$ cat src/hdl/bate_consts.svh
// Constants for the bit and transfer execution unit
`ifndef BATE_CONSTS_SVH
`define BATE_CONSTS_SVH

// ****************************************************************
// Status flag positions
// ****************************************************************
`define BATE_FLAG_C 3'h0
`define BATE_FLAG_Z 3'h1
`define BATE_FLAG_N 3'h2
`define BATE_FLAG_V 3'h3
`define BATE_FLAG_S 3'h4
`define BATE_FLAG_H 3'h5
`define BATE_FLAG_T 3'h6
`define BATE_FLAG_I 3'h7

// ****************************************************************
// Register file layout and reset values
// ****************************************************************
`define BATE_PAIR_X 5'h1a
`define BATE_PAIR_Y 5'h1c
`define BATE_PAIR_Z 5'h1e
`define BATE_REG_ZERO 5'h00
`define BATE_FLAGS_RESET 8'h00
`define BATE_SP_RESET 16'hffff
`define BATE_CODE_PAGE_RESET 8'h00
`define BATE_CODE_PAGE_IO 6'h30

`endif

$ cat src/hdl/bate_pkg.sv
// Types for the bit and transfer execution unit
package bate_pkg;

	// ****************************************************************
	// Operation codes handed over by the instruction decoder
	// ****************************************************************
	typedef enum logic [4:0]
	{
		OP_NONE,
		OP_IO_BIT_SET,
		OP_IO_BIT_CLEAR,
		OP_LOGICAL_LEFT_SHIFT,
		OP_LOGICAL_RIGHT_SHIFT,
		OP_CARRY_ROTATE_LEFT,
		OP_CARRY_ROTATE_RIGHT,
		OP_SIGN_RIGHT_SHIFT,
		OP_NIBBLE_EXCHANGE,
		OP_FLAG_SET,
		OP_FLAG_CLEAR,
		OP_BIT_TO_TFLAG,
		OP_TFLAG_TO_BIT,
		OP_REG_MOVE,
		OP_PAIR_COPY,
		OP_IMMEDIATE_LOAD,
		OP_PORT_READ,
		OP_PORT_WRITE,
		OP_INDIRECT_LOAD,
		OP_INDIRECT_STORE,
		OP_DIRECT_LOAD,
		OP_DIRECT_STORE,
		OP_CODE_READ,
		OP_EXT_CODE_READ,
		OP_CODE_WRITE,
		OP_STACK_PUSH,
		OP_STACK_POP
	} bate_opc_t;

	typedef enum logic [1:0] {PTR_X, PTR_Y, PTR_Z} bate_ptr_t;

	typedef enum logic [1:0] {AM_PLAIN, AM_POST_INC, AM_PRE_DEC, AM_DISP} bate_mode_t;

	// One decoded operation with all its operands
	typedef struct packed
	{
		bate_opc_t opc;
		logic [4:0] dst;
		logic [4:0] src;
		logic [2:0] bit_sel;
		logic [7:0] imm;
		logic [15:0] addr;
		logic [5:0] io_addr;
		bate_ptr_t ptr;
		bate_mode_t mode;
		logic [5:0] disp;
		logic implied;
	} bate_op_t;

	// Data space or I/O space request
	typedef struct packed
	{
		logic [15:0] addr;
		logic [7:0] wdata;
		logic re;
		logic we;
	} bate_mreq_t;

	// Program memory read request, byte address
	typedef struct packed
	{
		logic [23:0] addr;
		logic re;
	} bate_preq_t;

endpackage

$ cat src/hdl/bate_exec.sv
// Execution unit for bit manipulation and data transfer operations
`timescale 1ns/100ps
`include "bate_consts.svh"

// Functional notes
// - I/O bit set/clear, flags kept, two cycles
// - Left shift fills zero, Z C N V
// - Right shift fills zero, Z C N V
// - Rotate left through carry, Z C N V
// - Rotate right through carry, Z C N V
// - Arithmetic right shift keeps bit seven
// - Nibble swap, no flags, one cycle
// - Flag set/clear touches only target flag
// - Copy register bit into T flag
// - Copy T flag into register bit
// - Indirect load then pointer increment, two cycles
// - Pointer decrement then indirect load, two cycles
// - Displaced load from Y/Z, pointer kept
// - Indirect store then pointer increment, two cycles
// - Pointer decrement then indirect store, two cycles
// - Displaced store to Y/Z, pointer kept
// - Direct load, two cycles, no flags
// - Direct store, two cycles, no flags
// - Code read via Z, three cycles
// - Extended code read uses page:Z, increments whole
// - Push stores source, two cycles
// - Pop loads destination, two cycles
module bate_exec #(
	parameter logic [15:0] SP_RESET = `BATE_SP_RESET,
	parameter logic [5:0] CODE_PAGE_IO = `BATE_CODE_PAGE_IO
)(
	input wire logic mclk,
	input wire logic nrst,
	input wire logic op_valid,
	input wire bate_pkg::bate_op_t op,
	output logic op_ready,
	output bate_pkg::bate_mreq_t dmem_req,
	input wire logic [7:0] dmem_rdata,
	output bate_pkg::bate_mreq_t io_req,
	input wire logic [7:0] io_rdata,
	output bate_pkg::bate_preq_t pmem_req,
	input wire logic [7:0] pmem_rdata,
	output logic spm_req,
	output logic [15:0] spm_addr,
	output logic [15:0] spm_word,
	input wire logic spm_done,
	output logic [7:0] status_flags,
	output logic [7:0] code_page,
	output logic [15:0] stack_ptr,
	input wire logic [4:0] view_sel,
	output logic [7:0] view_data
);

	// ****************************************************************
	// Helper functions
	// ****************************************************************

	// Reads a register pair, low byte at the even index
	function automatic logic [15:0] pair_rd(input logic [31:0][7:0] rf, input logic [4:0] base);
		pair_rd = {rf[base + 5'h01], rf[base]};
	endfunction

	// Register index of the pointer pair
	function automatic logic [4:0] ptr_base(input bate_pkg::bate_ptr_t p);
		ptr_base = (p == bate_pkg::PTR_X) ? `BATE_PAIR_X :
			(p == bate_pkg::PTR_Y) ? `BATE_PAIR_Y : `BATE_PAIR_Z;
	endfunction

	// One-hot mask of a bit position
	function automatic logic [7:0] bit_mask(input logic [2:0] b);
		bit_mask = 8'h01 << b;
	endfunction

	// Shift and rotate unit, returns {carry out, result}
	function automatic logic [8:0] shift_res(input bate_pkg::bate_opc_t o, input logic [7:0] v,
		input logic c);
		unique case (o)
			bate_pkg::OP_LOGICAL_LEFT_SHIFT: shift_res = {v[7], v[6:0], 1'b0};
			bate_pkg::OP_LOGICAL_RIGHT_SHIFT: shift_res = {v[0], 1'b0, v[7:1]};
			bate_pkg::OP_CARRY_ROTATE_LEFT: shift_res = {v[7], v[6:0], c};
			bate_pkg::OP_CARRY_ROTATE_RIGHT: shift_res = {v[0], c, v[7:1]};
			default: shift_res = {v[0], v[7], v[7:1]};
		endcase
	endfunction

	// Updates Z C N V after a shift; overflow is N xor C, other flags kept
	function automatic logic [7:0] shift_flags(input logic [7:0] f, input logic [7:0] r,
		input logic c);
		logic [7:0] t;
		t = f;
		t[`BATE_FLAG_Z] = (r == 8'h00);
		t[`BATE_FLAG_C] = c;
		t[`BATE_FLAG_N] = r[7];
		t[`BATE_FLAG_V] = r[7] ^ c;
		shift_flags = t;
	endfunction

	// ****************************************************************
	// State and storage
	// ****************************************************************
	typedef enum logic [2:0]
	{
		ST_IDLE,
		ST_LOAD,
		ST_IO_WRITE,
		ST_TAIL,
		ST_PM_WAIT,
		ST_PM_CAPTURE,
		ST_SPM_WAIT
	} bate_state_t;

	bate_state_t st_ff;
	bate_state_t nxt_st;
	logic [31:0][7:0] rf_ff;
	logic [31:0][7:0] nxt_rf;
	logic [7:0] flags_ff;
	logic [7:0] nxt_flags;
	logic [15:0] sp_ff;
	logic [15:0] nxt_sp;
	logic [7:0] cp_ff;
	logic [7:0] nxt_cp;
	logic [4:0] pend_dst_ff;
	logic [5:0] io_addr_ff;
	logic [7:0] io_byte_ff;
	logic [7:0] view_ff;

	// ****************************************************************
	// Operand decode and address generation
	// ****************************************************************
	wire logic take = op_valid && (st_ff == ST_IDLE);
	wire bate_pkg::bate_opc_t opc = op.opc;
	wire logic [4:0] pbase = ptr_base(op.ptr);
	wire logic [15:0] ptr_val = pair_rd(rf_ff, pbase);
	wire logic [15:0] ptr_inc = ptr_val + 16'h0001;
	wire logic [15:0] ptr_dec = ptr_val - 16'h0001;
	wire logic [15:0] disp_addr = ptr_val + {10'h000, op.disp};
	wire logic [15:0] z_val = pair_rd(rf_ff, `BATE_PAIR_Z);
	wire logic [23:0] ext_z = {cp_ff, z_val};
	wire logic [23:0] ext_z_inc = ext_z + 24'h000001;
	wire logic [15:0] sp_inc = sp_ff + 16'h0001;
	wire logic [7:0] src_val = rf_ff[op.src];
	wire logic [7:0] dst_val = rf_ff[op.dst];
	wire logic [8:0] sh = shift_res(opc, dst_val, flags_ff[`BATE_FLAG_C]);
	wire logic [4:0] dst_even = {op.dst[4:1], 1'b0};
	wire logic [4:0] src_even = {op.src[4:1], 1'b0};

	wire logic is_shift = (opc == bate_pkg::OP_LOGICAL_LEFT_SHIFT) ||
		(opc == bate_pkg::OP_LOGICAL_RIGHT_SHIFT) || (opc == bate_pkg::OP_CARRY_ROTATE_LEFT) ||
		(opc == bate_pkg::OP_CARRY_ROTATE_RIGHT) || (opc == bate_pkg::OP_SIGN_RIGHT_SHIFT);
	wire logic is_io_bit = (opc == bate_pkg::OP_IO_BIT_SET) || (opc == bate_pkg::OP_IO_BIT_CLEAR);
	wire logic is_dload = (opc == bate_pkg::OP_INDIRECT_LOAD) ||
		(opc == bate_pkg::OP_DIRECT_LOAD) || (opc == bate_pkg::OP_STACK_POP);
	wire logic is_dstore = (opc == bate_pkg::OP_INDIRECT_STORE) ||
		(opc == bate_pkg::OP_DIRECT_STORE) || (opc == bate_pkg::OP_STACK_PUSH);
	wire logic is_code = (opc == bate_pkg::OP_CODE_READ) || (opc == bate_pkg::OP_EXT_CODE_READ);
	wire logic is_indirect = (opc == bate_pkg::OP_INDIRECT_LOAD) ||
		(opc == bate_pkg::OP_INDIRECT_STORE);

	// Pre-decrement addresses with the new pointer, displacement leaves it alone
	wire logic [15:0] ind_addr = (op.mode == bate_pkg::AM_PRE_DEC) ? ptr_dec :
		(op.mode == bate_pkg::AM_DISP) ? disp_addr : ptr_val;

	// Stack grows downward: push writes at SP, pop reads at SP plus one
	wire logic [15:0] dmem_addr =
		((opc == bate_pkg::OP_DIRECT_LOAD) || (opc == bate_pkg::OP_DIRECT_STORE)) ? op.addr :
		(opc == bate_pkg::OP_STACK_PUSH) ? sp_ff :
		(opc == bate_pkg::OP_STACK_POP) ? sp_inc : ind_addr;

	// ****************************************************************
	// Bus requests, issued in the cycle the operation is taken, except the io bit write one cycle later
	// ****************************************************************
	assign op_ready = (st_ff == ST_IDLE);
	assign dmem_req.addr = dmem_addr;
	assign dmem_req.wdata = src_val;
	assign dmem_req.re = take && is_dload;
	assign dmem_req.we = take && is_dstore;

	// The io bit write goes out one cycle after the read, from the captured byte
	assign io_req.addr = {10'h000, (st_ff == ST_IO_WRITE) ? io_addr_ff : op.io_addr};
	assign io_req.wdata = (st_ff == ST_IO_WRITE) ? io_byte_ff : src_val;
	assign io_req.re = take && (is_io_bit || (opc == bate_pkg::OP_PORT_READ));
	assign io_req.we = (take && (opc == bate_pkg::OP_PORT_WRITE)) ||
		(st_ff == ST_IO_WRITE);

	// Code reads: page byte joins above Z only for the extended form
	assign pmem_req.addr = (opc == bate_pkg::OP_EXT_CODE_READ) ? ext_z : {8'h00, z_val};
	assign pmem_req.re = take && is_code;

	// Self-programming request: word from R1:R0, address from Z
	assign spm_req = take && (opc == bate_pkg::OP_CODE_WRITE);
	assign spm_addr = z_val;
	assign spm_word = {rf_ff[1], rf_ff[0]};

	assign status_flags = flags_ff;
	assign code_page = cp_ff;
	assign stack_ptr = sp_ff;
	assign view_data = view_ff;

	// ****************************************************************
	// Register file, flags, stack pointer and page next values
	// ****************************************************************
	// Late captures are applied last so a load result wins over a pointer write
	always_comb
	begin
		nxt_rf = rf_ff;
		nxt_flags = flags_ff;
		nxt_sp = sp_ff;
		nxt_cp = cp_ff;
		if (take)
		begin
			unique case (opc)
				bate_pkg::OP_NIBBLE_EXCHANGE:
					nxt_rf[op.dst] = {dst_val[3:0], dst_val[7:4]};
				bate_pkg::OP_FLAG_SET:
					nxt_flags[op.bit_sel] = 1'b1;
				bate_pkg::OP_FLAG_CLEAR:
					nxt_flags[op.bit_sel] = 1'b0;
				bate_pkg::OP_BIT_TO_TFLAG:
					nxt_flags[`BATE_FLAG_T] = src_val[op.bit_sel];
				bate_pkg::OP_TFLAG_TO_BIT:
					nxt_rf[op.dst][op.bit_sel] = flags_ff[`BATE_FLAG_T];
				bate_pkg::OP_REG_MOVE:
					nxt_rf[op.dst] = src_val;
				bate_pkg::OP_PAIR_COPY:
				begin
					nxt_rf[dst_even] = rf_ff[src_even];
					nxt_rf[dst_even + 5'h01] = rf_ff[src_even + 5'h01];
				end
				bate_pkg::OP_IMMEDIATE_LOAD:
					nxt_rf[op.dst] = op.imm;
				bate_pkg::OP_PORT_READ:
					nxt_rf[op.dst] = io_rdata;
				bate_pkg::OP_PORT_WRITE:
					if (op.io_addr == CODE_PAGE_IO)
						nxt_cp = src_val;
				bate_pkg::OP_CODE_READ:
					if (op.mode == bate_pkg::AM_POST_INC)
						{nxt_rf[`BATE_PAIR_Z + 5'h01], nxt_rf[`BATE_PAIR_Z]} = z_val + 16'h0001;
				bate_pkg::OP_EXT_CODE_READ:
					if (op.mode == bate_pkg::AM_POST_INC)
						{nxt_cp, nxt_rf[`BATE_PAIR_Z + 5'h01], nxt_rf[`BATE_PAIR_Z]} = ext_z_inc;
				bate_pkg::OP_STACK_PUSH:
					nxt_sp = sp_ff - 16'h0001;
				bate_pkg::OP_STACK_POP:
					nxt_sp = sp_inc;
				default:
				begin
					if (is_shift)
					begin
						nxt_rf[op.dst] = sh[7:0];
						nxt_flags = shift_flags(flags_ff, sh[7:0], sh[8]);
					end
				end
			endcase
			// Pointer side effects of indirect accesses
			if (is_indirect && (op.mode == bate_pkg::AM_POST_INC))
				{nxt_rf[pbase + 5'h01], nxt_rf[pbase]} = ptr_inc;
			if (is_indirect && (op.mode == bate_pkg::AM_PRE_DEC))
				{nxt_rf[pbase + 5'h01], nxt_rf[pbase]} = ptr_dec;
		end
		if (st_ff == ST_LOAD)
			nxt_rf[pend_dst_ff] = dmem_rdata;
		if (st_ff == ST_PM_CAPTURE)
			nxt_rf[pend_dst_ff] = pmem_rdata;
	end

	// ****************************************************************
	// Sequencer
	// ****************************************************************
	// Cycle counts: loads and stores 2, code reads 3, code write until done
	always_comb
	begin
		nxt_st = st_ff;
		unique case (st_ff)
			ST_IDLE:
			begin
				if (take)
				begin
					if (is_dload)
						nxt_st = ST_LOAD;
					else if (is_dstore)
						nxt_st = ST_TAIL;
					else if (is_io_bit)
						nxt_st = ST_IO_WRITE;
					else if (is_code)
						nxt_st = ST_PM_WAIT;
					else if (opc == bate_pkg::OP_CODE_WRITE)
						nxt_st = ST_SPM_WAIT;
				end
			end
			ST_PM_WAIT:
				nxt_st = ST_PM_CAPTURE;
			ST_SPM_WAIT:
				if (spm_done)
					nxt_st = ST_IDLE;
			ST_LOAD, ST_IO_WRITE, ST_TAIL, ST_PM_CAPTURE:
				nxt_st = ST_IDLE;
		endcase
	end

	// Destination of a pending load; implied code read goes to register 0
	wire logic [4:0] pend_dst = (is_code && op.implied) ? `BATE_REG_ZERO : op.dst;

	// Modified io byte: only the addressed bit changes
	wire logic [7:0] io_mod = (opc == bate_pkg::OP_IO_BIT_SET) ?
		(io_rdata | bit_mask(op.bit_sel)) : (io_rdata & ~bit_mask(op.bit_sel));

	// ****************************************************************
	// Registers
	// ****************************************************************
	// Architectural state
	always_ff @(posedge mclk or negedge nrst)
	begin
		if (!nrst)
		begin
			st_ff <= ST_IDLE;
			rf_ff <= '0;
			flags_ff <= `BATE_FLAGS_RESET;
			sp_ff <= SP_RESET;
			cp_ff <= `BATE_CODE_PAGE_RESET;
		end
		else
		begin
			st_ff <= nxt_st;
			rf_ff <= nxt_rf;
			flags_ff <= nxt_flags;
			sp_ff <= nxt_sp;
			cp_ff <= nxt_cp;
		end
	end

	// Operand capture for the later cycles of multi-cycle operations
	always_ff @(posedge mclk or negedge nrst)
	begin
		if (!nrst)
		begin
			pend_dst_ff <= 5'h00;
			io_addr_ff <= 6'h00;
			io_byte_ff <= 8'h00;
		end
		else if (take)
		begin
			pend_dst_ff <= pend_dst;
			io_addr_ff <= op.io_addr;
			io_byte_ff <= io_mod;
		end
	end

	// Registered view port, one cycle behind the select
	always_ff @(posedge mclk or negedge nrst)
	begin
		if (!nrst)
			view_ff <= 8'h00;
		else
			view_ff <= rf_ff[view_sel];
	end

endmodule

$ cat config.mk
export PLATFORM = sky130hd
export DESIGN_NAME = bate_exec
export DESIGN_NICKNAME = d
export VERILOG_FILES = /design/src/hdl/bate_pkg.sv /design/src/hdl/bate_exec.sv
export VERILOG_INCLUDE_DIRS = /design/src /design/src/hdl
export SDC_FILE = /design/constraint.sdc
export NUM_CORES = 2
export LEC_CHECK = 0
export BUFFER_PORTS_ARGS = -buffer_cell sky130_fd_sc_hd__buf_4
export CORE_ASPECT_RATIO = 1.5
export CORE_UTILIZATION = 40
export CTS_CLUSTER_DIAMETER = 60
export DETAILED_ROUTE_END_ITERATION = 7
export PLACE_DENSITY_LB_ADDON = 0.05
export SYNTH_ARGS = -nofsm -noshare
export SYNTH_HDL_FRONTEND = slang
export SYNTH_SLANG_ARGS = --single-unit
$ cat constraint.sdc
create_clock -name mclk -period 8.7 [get_ports mclk]
set_input_delay 0.435 -clock mclk [delete_from_list [all_inputs] [get_ports mclk]]
set_output_delay 0.435 -clock mclk [all_outputs]
set_load 0.05 [all_outputs]
==> results.md, run 1 <==
Yosys:
- The post-synthesis sequential area ratio is 19.0%.
- The number of enable-type register cells in the synthesized netlist is 0.
- After synthesis, the share of flip-flops with an asynchronous set or reset is 100%.
- Synthesis instantiated 115 different standard cells from the library.
- The most used flip-flop cell after synthesis is dfrtp_1.
- The count of mapped cells out of synthesis is 5728.
- The total standard cell area after synthesis is 42100 µm².
- The number of warning messages in the yosys log is 0.
- The average size of a mapped cell is 7.34 µm².
- The number of synthesized register bits is 318.

Clock network:
- In this run the post-CTS setup repair buffer count came out at 0.
- The number of sinks driven by the clock tree is 318.
- The buffer levels on the longest clock path is 3.
- For this design, the CTS-stage hold fixing added 3 buffers.
- The number of H-tree levels is 2.
- In this run, CTS created clock tree buffers numbering 46.
- Clock tree synthesis selected as its root buffer the cell clkbuf_16.
- The post-CTS resize count is 0.

Status:
- The stage where the flow stopped is global routing.
- The tool reported: "[ERROR GRT-0116] Global routing finished with congestion. Check the congestion regions in the DRC Viewer".
- The flow did not finish.

GRT:
- Global routing finished with a remaining overflow of 791.
- The maximum number of pins on one net before global-route repair is 138.
- The via count of the first global-routing pass was 63000.
- Global routing consumed, over all layers together, 77.0% of the routing resources.
- The global-route wire length before repair is 590000 µm.

Place:
- The post-detailed-placement half-perimeter wirelength is 251000 µm.
- The count of input and output buffers is 232.
- At the end of routability-driven placement, the weighted congestion stood at 1.17.

Floorplan:
- The overall die height is 399 µm.
- The initial core utilization is 40.4%.
- The total number of placement rows is 145.
- The die width is 267 µm.
- The boundary pin count is 243.
==> cells in the mapped netlist (44+ instances only) <==
| master | count | area, µm² |
|---|---|---|
| nand2_1 | 669 | 2510 |
| a21oi_1 | 608 | 3040 |
| o21ai_0 | 557 | 2790 |
| nor2_1 | 536 | 2010 |
| clkbuf_1 | 432 | 1620 |
| dfrtp_1 | 302 | 7560 |
| nand3_1 | 226 | 1130 |
| o22ai_1 | 205 | 1280 |
| mux2i_1 | 196 | 1960 |
| mux4_2 | 188 | 4230 |
| nor3_1 | 119 | 596 |
| o211ai_1 | 111 | 833 |
| a221oi_1 | 106 | 928 |
| o221ai_1 | 104 | 911 |
| a211oi_1 | 82 | 616 |
| buf_2 | 78 | 390 |
| buf_4 | 69 | 518 |
| a31oi_1 | 65 | 407 |
| buf_1 | 58 | 218 |
| o2111ai_1 | 58 | 508 |
| o21ai_1 | 54 | 270 |
| a22oi_1 | 47 | 353 |
| o21a_1 | 47 | 353 |
| xnor2_1 | 44 | 385 |
==> routing by layer <==
metal | GRT overflow | GRT usage, %
met1 | 3 | 79.3
met2 | 423 | 92.2
met3 | 17 | 61.1
met4 | 347 | 75.5
met5 | 1 | 26.5
==> cells by family after synthesis <==
group	synth area share, %
mux	15.6
fa+ha+maj	0.399
compound gates	36.1
buf+inv	7.40
simple gates	20.1
flops	19.0
other cells	0.00892
xor+xnor	1.42
==> metrics by stage <==
| step | utilization [%] | cell area (µm²) | worst slack, ns | hold WS [ns] | cells |
|---|---|---|---|---|---|
| 2_1_floorplan | - | 42100 | 3.98 | 0.139 | 5737 |
| 3_3_place_gp | 43.2 | 45000 | 3.24 | 0.388 | 6970 |
| 3_5_place_dp | 43.2 | 45000 | 3.19 | 0.389 | 6970 |
| 4_1_cts | 44.9 | 46700 | 3.84 | 0.000211 | 7057 |
==> run 2, diff against run 1 <==
--- a/config.mk
+++ b/config.mk
@@ -7,11 +7,9 @@
 export NUM_CORES = 2
 export LEC_CHECK = 0
 export BUFFER_PORTS_ARGS = -buffer_cell sky130_fd_sc_hd__buf_4
-export CORE_ASPECT_RATIO = 1.5
-export CORE_UTILIZATION = 40
-export CTS_CLUSTER_DIAMETER = 60
+export CORE_UTILIZATION = 25
 export DETAILED_ROUTE_END_ITERATION = 7
-export PLACE_DENSITY_LB_ADDON = 0.05
+export PLACE_DENSITY_LB_ADDON = 0.15
 export SYNTH_ARGS = -nofsm -noshare
 export SYNTH_HDL_FRONTEND = slang
 export SYNTH_SLANG_ARGS = --single-unit
==> results.md, run 2 <==
GRT:
- The total track usage is 42.4%.
- The via count of the first global-routing pass is 52100.
- The first global-routing pass estimated 492000 µm of wire.
- Entering global routing, the biggest net connects 115 pins.
- The initial antenna violation count was 47.
- For this run the aggregate overflow at the end of global routing stands at 0.

Yosys:
- The adder-cell share of the synthesized area is 0.399% (unchanged).
- Sorting the synthesized cells by area gives the leading types as dfrtp_1, mux4_2, a21oi_1.
- The post-synthesis compound-gate area fraction is 36.1% (unchanged).
- After synthesis, the largest family of logic cells by area is compound AO/OA/AOI/OAI gates.
- The most common cell in the synthesized netlist is nand2_1.
- The fraction of synthesized area in multiplexers is 15.6% (unchanged).
- The average size of a mapped cell came to 7.34 µm² (unchanged).
- The number of warning messages in the yosys log is 0 (unchanged).
- The share of the synthesized area in the top cell type is 18.0% (unchanged).
- The XOR/XNOR share of the synthesized area is 1.42% (unchanged).
- Summed over all instances, the cell type with the most area after synthesis is dfrtp_1.
- The post-synthesis sequential area ratio is 19.0% (unchanged).
- The count of mapped cells out of synthesis is 5728 (unchanged).
- By count the netlist is led by nand2_1, a21oi_1, o21ai_0.
- The total standard cell area after synthesis is 42100 µm² (unchanged).
- The distinct cell type count of the synthesized netlist is 115 (unchanged).
- The simple-gate portion of the synthesized area came to 20.1% (unchanged).
- The number of enable-type register cells in the synthesized netlist is 0 (unchanged).
- For this run, the leading register cell type out of synthesis is dfrtp_1.
- The number of synthesized register bits is 318 (unchanged).
- The async set-or-reset flop fraction in the synthesized netlist was 100% (unchanged).

Status:
- The final reports fail on design-rule violations, max-capacitance violations, max-slew violations.
- The run finished, with violations left.

Worst setup path:
- The startpoint type of the worst setup path is a flop.
- The critical path is of the reg2out type.
- The startpoint of the worst register-to-register path is rf_ff[209]$_DFF_PN0_.
- The worst register-to-register path has a depth of 11.
- The end of the worst register-to-register path is rf_ff[222]$_DFF_PN0_.
- The endpoint class of the critical path is a primary output.
- The most critical setup path has its endpoint at dmem_req[24].
- The launch point of the worst path is rf_ff[209]$_DFF_PN0_.
- Of all nets on the critical path, the largest fanout is 8.
- The data arrival at the endpoint of the critical path is 5.04 ns.
- At the worst endpoint, the required time is 8.27 ns.
- The register-to-register path setup slack is 3.45 ns.

Floorplan:
- The overall die height is 412 µm (+3.3%).
- The die width is 412 µm (+55%).
- The initial core utilization is 25.2% (-15 points).
- The placeable core region is 167000 µm².
- The boundary pin count was 243 (unchanged).
- The floorplan step defined a die boundary enclosing 170000 µm².
- The total number of placement rows is 150 (+3.4%).

Clock network:
- TritonCTS built the clock tree.
- The clock root buffer is clkbuf_16.
- The clock latency of the later-clocked register in the worst-skew pair is 0.73 ns.
- After clock tree synthesis, the clock-pin slew on the worst setup and hold paths is 0.06 ns.
- The post-CTS resize count is 0 (unchanged).
- The number of sinks driven by the clock tree is 318 (unchanged).
- The buffer levels on the longest clock path came to 3 (unchanged).
- The total setup buffers inserted after CTS is 0 (unchanged).
- The CTS buffer count is 48 (+4.3%).
- The number of H-tree levels came to 2 (unchanged).

Power and ir drop:
- The analysis attributes to net switching a power of 7.78 mW.
- The analysis attributes to cell leakage a power of 17.3 nW.
- Across the VDD grid, the largest voltage drop is 0.196 mV.
- The proportion of total power due to net switching is 59.2%.
- The clock group share of total power is 16.0%.
- The power density normalized to cell area is 275 nW/µm².
- The design internal power is 5.36 mW.
- Sequential cells burn 24.0% of the power.
- Of the total power, combinational logic draws 60.0%.

Timing:
- The transition time at the pin with the least slew margin is 1.56 ns.
- The number of setup violations in the final report is 0.
- The final count of pins violating max slew is 37.
- Setup repair after global routing left no endpoint under its margin.
- The ratio of final minimum period to clock period is 62.9%.
- Measured against its own limit, the worst slew margin works out to -3.76%.
- The highest achievable clock rate is 183 MHz.
- The final hold violation count is 0.
- The time the final worst path needs with I/O delays and setup is 5.47 ns.
- The total negative slack for setup checks is 0 ns.
- Clock skew on the completed layout was measured at 0.0433 ns.

Routing:
- The detailed router finished its first iteration with 10000 violations.
- The detailed-route vias per instance is 7.25.
- The remaining routing DRC violations is 2.
- The routed layout has 57400 vias.
- The total wirelength of the detailed-routed design is 373000 µm.
- The average wire per cell in the routed design is 47.0 µm.
- The count of nets left with antenna violations once routing finished came out at 0.
- For this run, the detailed router's first-pass iteration total came to 8.

Finish:
- The most common cell after layout, fill and taps aside is nand2_1.
- Leaving out fill and tap cells, the most frequent cells in the layout are nand2_1, a21oi_1, o21ai_0.
- More flip-flops sit in one register than any other, and that register is rf_ff.
- Summing all multi-input logic gate instances after layout gives 31400 µm².
- Relative to the synthesized area, the layout overhead comes to 13.7%.
- The number of nets at the end of the flow is 5747.
- The register with the most flip-flops in the layout has 224 of them.
- The area of all sequential standard cells is 7980 µm².
- The filler cell count is 18400.
- Leaving out filler cells and counting taps, the final layout contains 7922.
- Of the cells placed in the final design, the portion with a size suffix greater than 1 is 16.7%.

Min path:
- In this run the worst hold path is classified as in2reg.

Place:
- The post-detailed-placement half-perimeter wirelength is 266000 µm (+6.0%).
- The number of placed instances with taps included is 7789 (+12%).
- The final weighted congestion of routability-driven global placement is 1.09 (-7.0%).
- The count of input and output buffers is 232 (unchanged).

Job:
- The count of maximum capacitance violations is 5.
-- run 2: what timing repair did --
| item | CTS | global route |
|---|---|---|
| hold buffers | 6 | 0 |
| endpoints found under the setup margin | 0 | 0 |
| endpoints found under the hold margin | 47 | 0 |
-- run 2: layout make-up --
type                            count  share of cell area [%]
Antenna cell                       41                   0.215
Clock buffer                       72                    2.93
Clock inverter                     12                   0.259
Inverter                           36                   0.283
Multi-Input combinational cell   4726                    65.6
Sequential cell                   318                    16.7
Tap cell                         2204                    5.77
Timing Repair Buffer              513                    8.26
-- run 2: worst max-delay path, cell delays in order, from the launching register on --
cell      delay [ns]
dfrtp_1         0.58
mux2i_1         0.35
o21ai_0         0.39
inv_1           0.24
ha_1            0.35
o211ai_1        0.17
or4_1           0.57
nor4_1          0.76
a21oi_1         0.19
xor2_1          0.19
a21oi_1         0.28
nor2_1          0.07
buf_4           0.19
-- run 2: worst min path at each step --
stage                                    from                         end  slack [ns]  depth (start not counted)
finish                          pmem_rdata[4]        rf_ff[236]$_DFF_PN0_        0.02                          3
global route                    pmem_rdata[4]        rf_ff[236]$_DFF_PN0_        0.04                          3
CTS                             pmem_rdata[4]        rf_ff[236]$_DFF_PN0_        0.03                          3
detailed placement                       nrst   io_byte_ff[4]$_DFFE_PN0P_        0.47                          1
global placement    io_addr_ff[5]$_DFFE_PN0P_   io_addr_ff[5]$_DFFE_PN0P_        0.46                          2
floorplan                                nrst  asynchronous set/reset pin        0.14                          0
-- run 2: layer usage --
metal  vias up  routed length, µm  part of all wire [%]  GRT usage (%)
met1     28200             133000                    36           49.6
met4        32              43000                    12           38.8
met2      5460             150000                    40           59.8
li1      21900                  -                     -              -
met5         -                292                 0.078         0.0565
met3      1798              46400                    12           15.5
-- run 2: power groups by stage --
| stage | clock [mW] | sequential, mW | combinational (mW) |
|---|---|---|---|
| finish | 2.10 | 3.16 | 7.88 |
| detailed placement | 0 | 3.09 | 7.41 |
| global placement | 0 | 3.09 | 7.41 |
| CTS | 2.10 | 3.07 | 7.44 |
| floorplan | 0 | 2.58 | 4.18 |
| global route | 2.16 | 3.11 | 7.96 |
-- run 2: metrics by stage --
step	utilization, %	power [mW]	setup slack, ns	instance area (µm²)	hold WS [ns]
after floorplan	-	6.76	3.98	42100	0.139
after global placement	27.6	10.5	3.26	46100	0.462
after detailed placement	27.6	10.5	3.30	46100	0.468
after CTS	28.5	12.6	3.36	47700	0.0312
after global routing	28.6	13.2	3.01	47700	0.0403
final	28.6	13.1	3.23	47800	0.0211
-- run 2: kinds of logic after synthesis --
family,after synthesis
AO/OA/AOI/OAI,2355
XOR/XNOR,68
adder cells (fa/ha/maj),13
buffers and inverters,693
flip-flops,318
multiplexers,417
other,1
AND/OR/NAND/NOR,1863
Note: power is estimated with default switching activity, not from simulation.
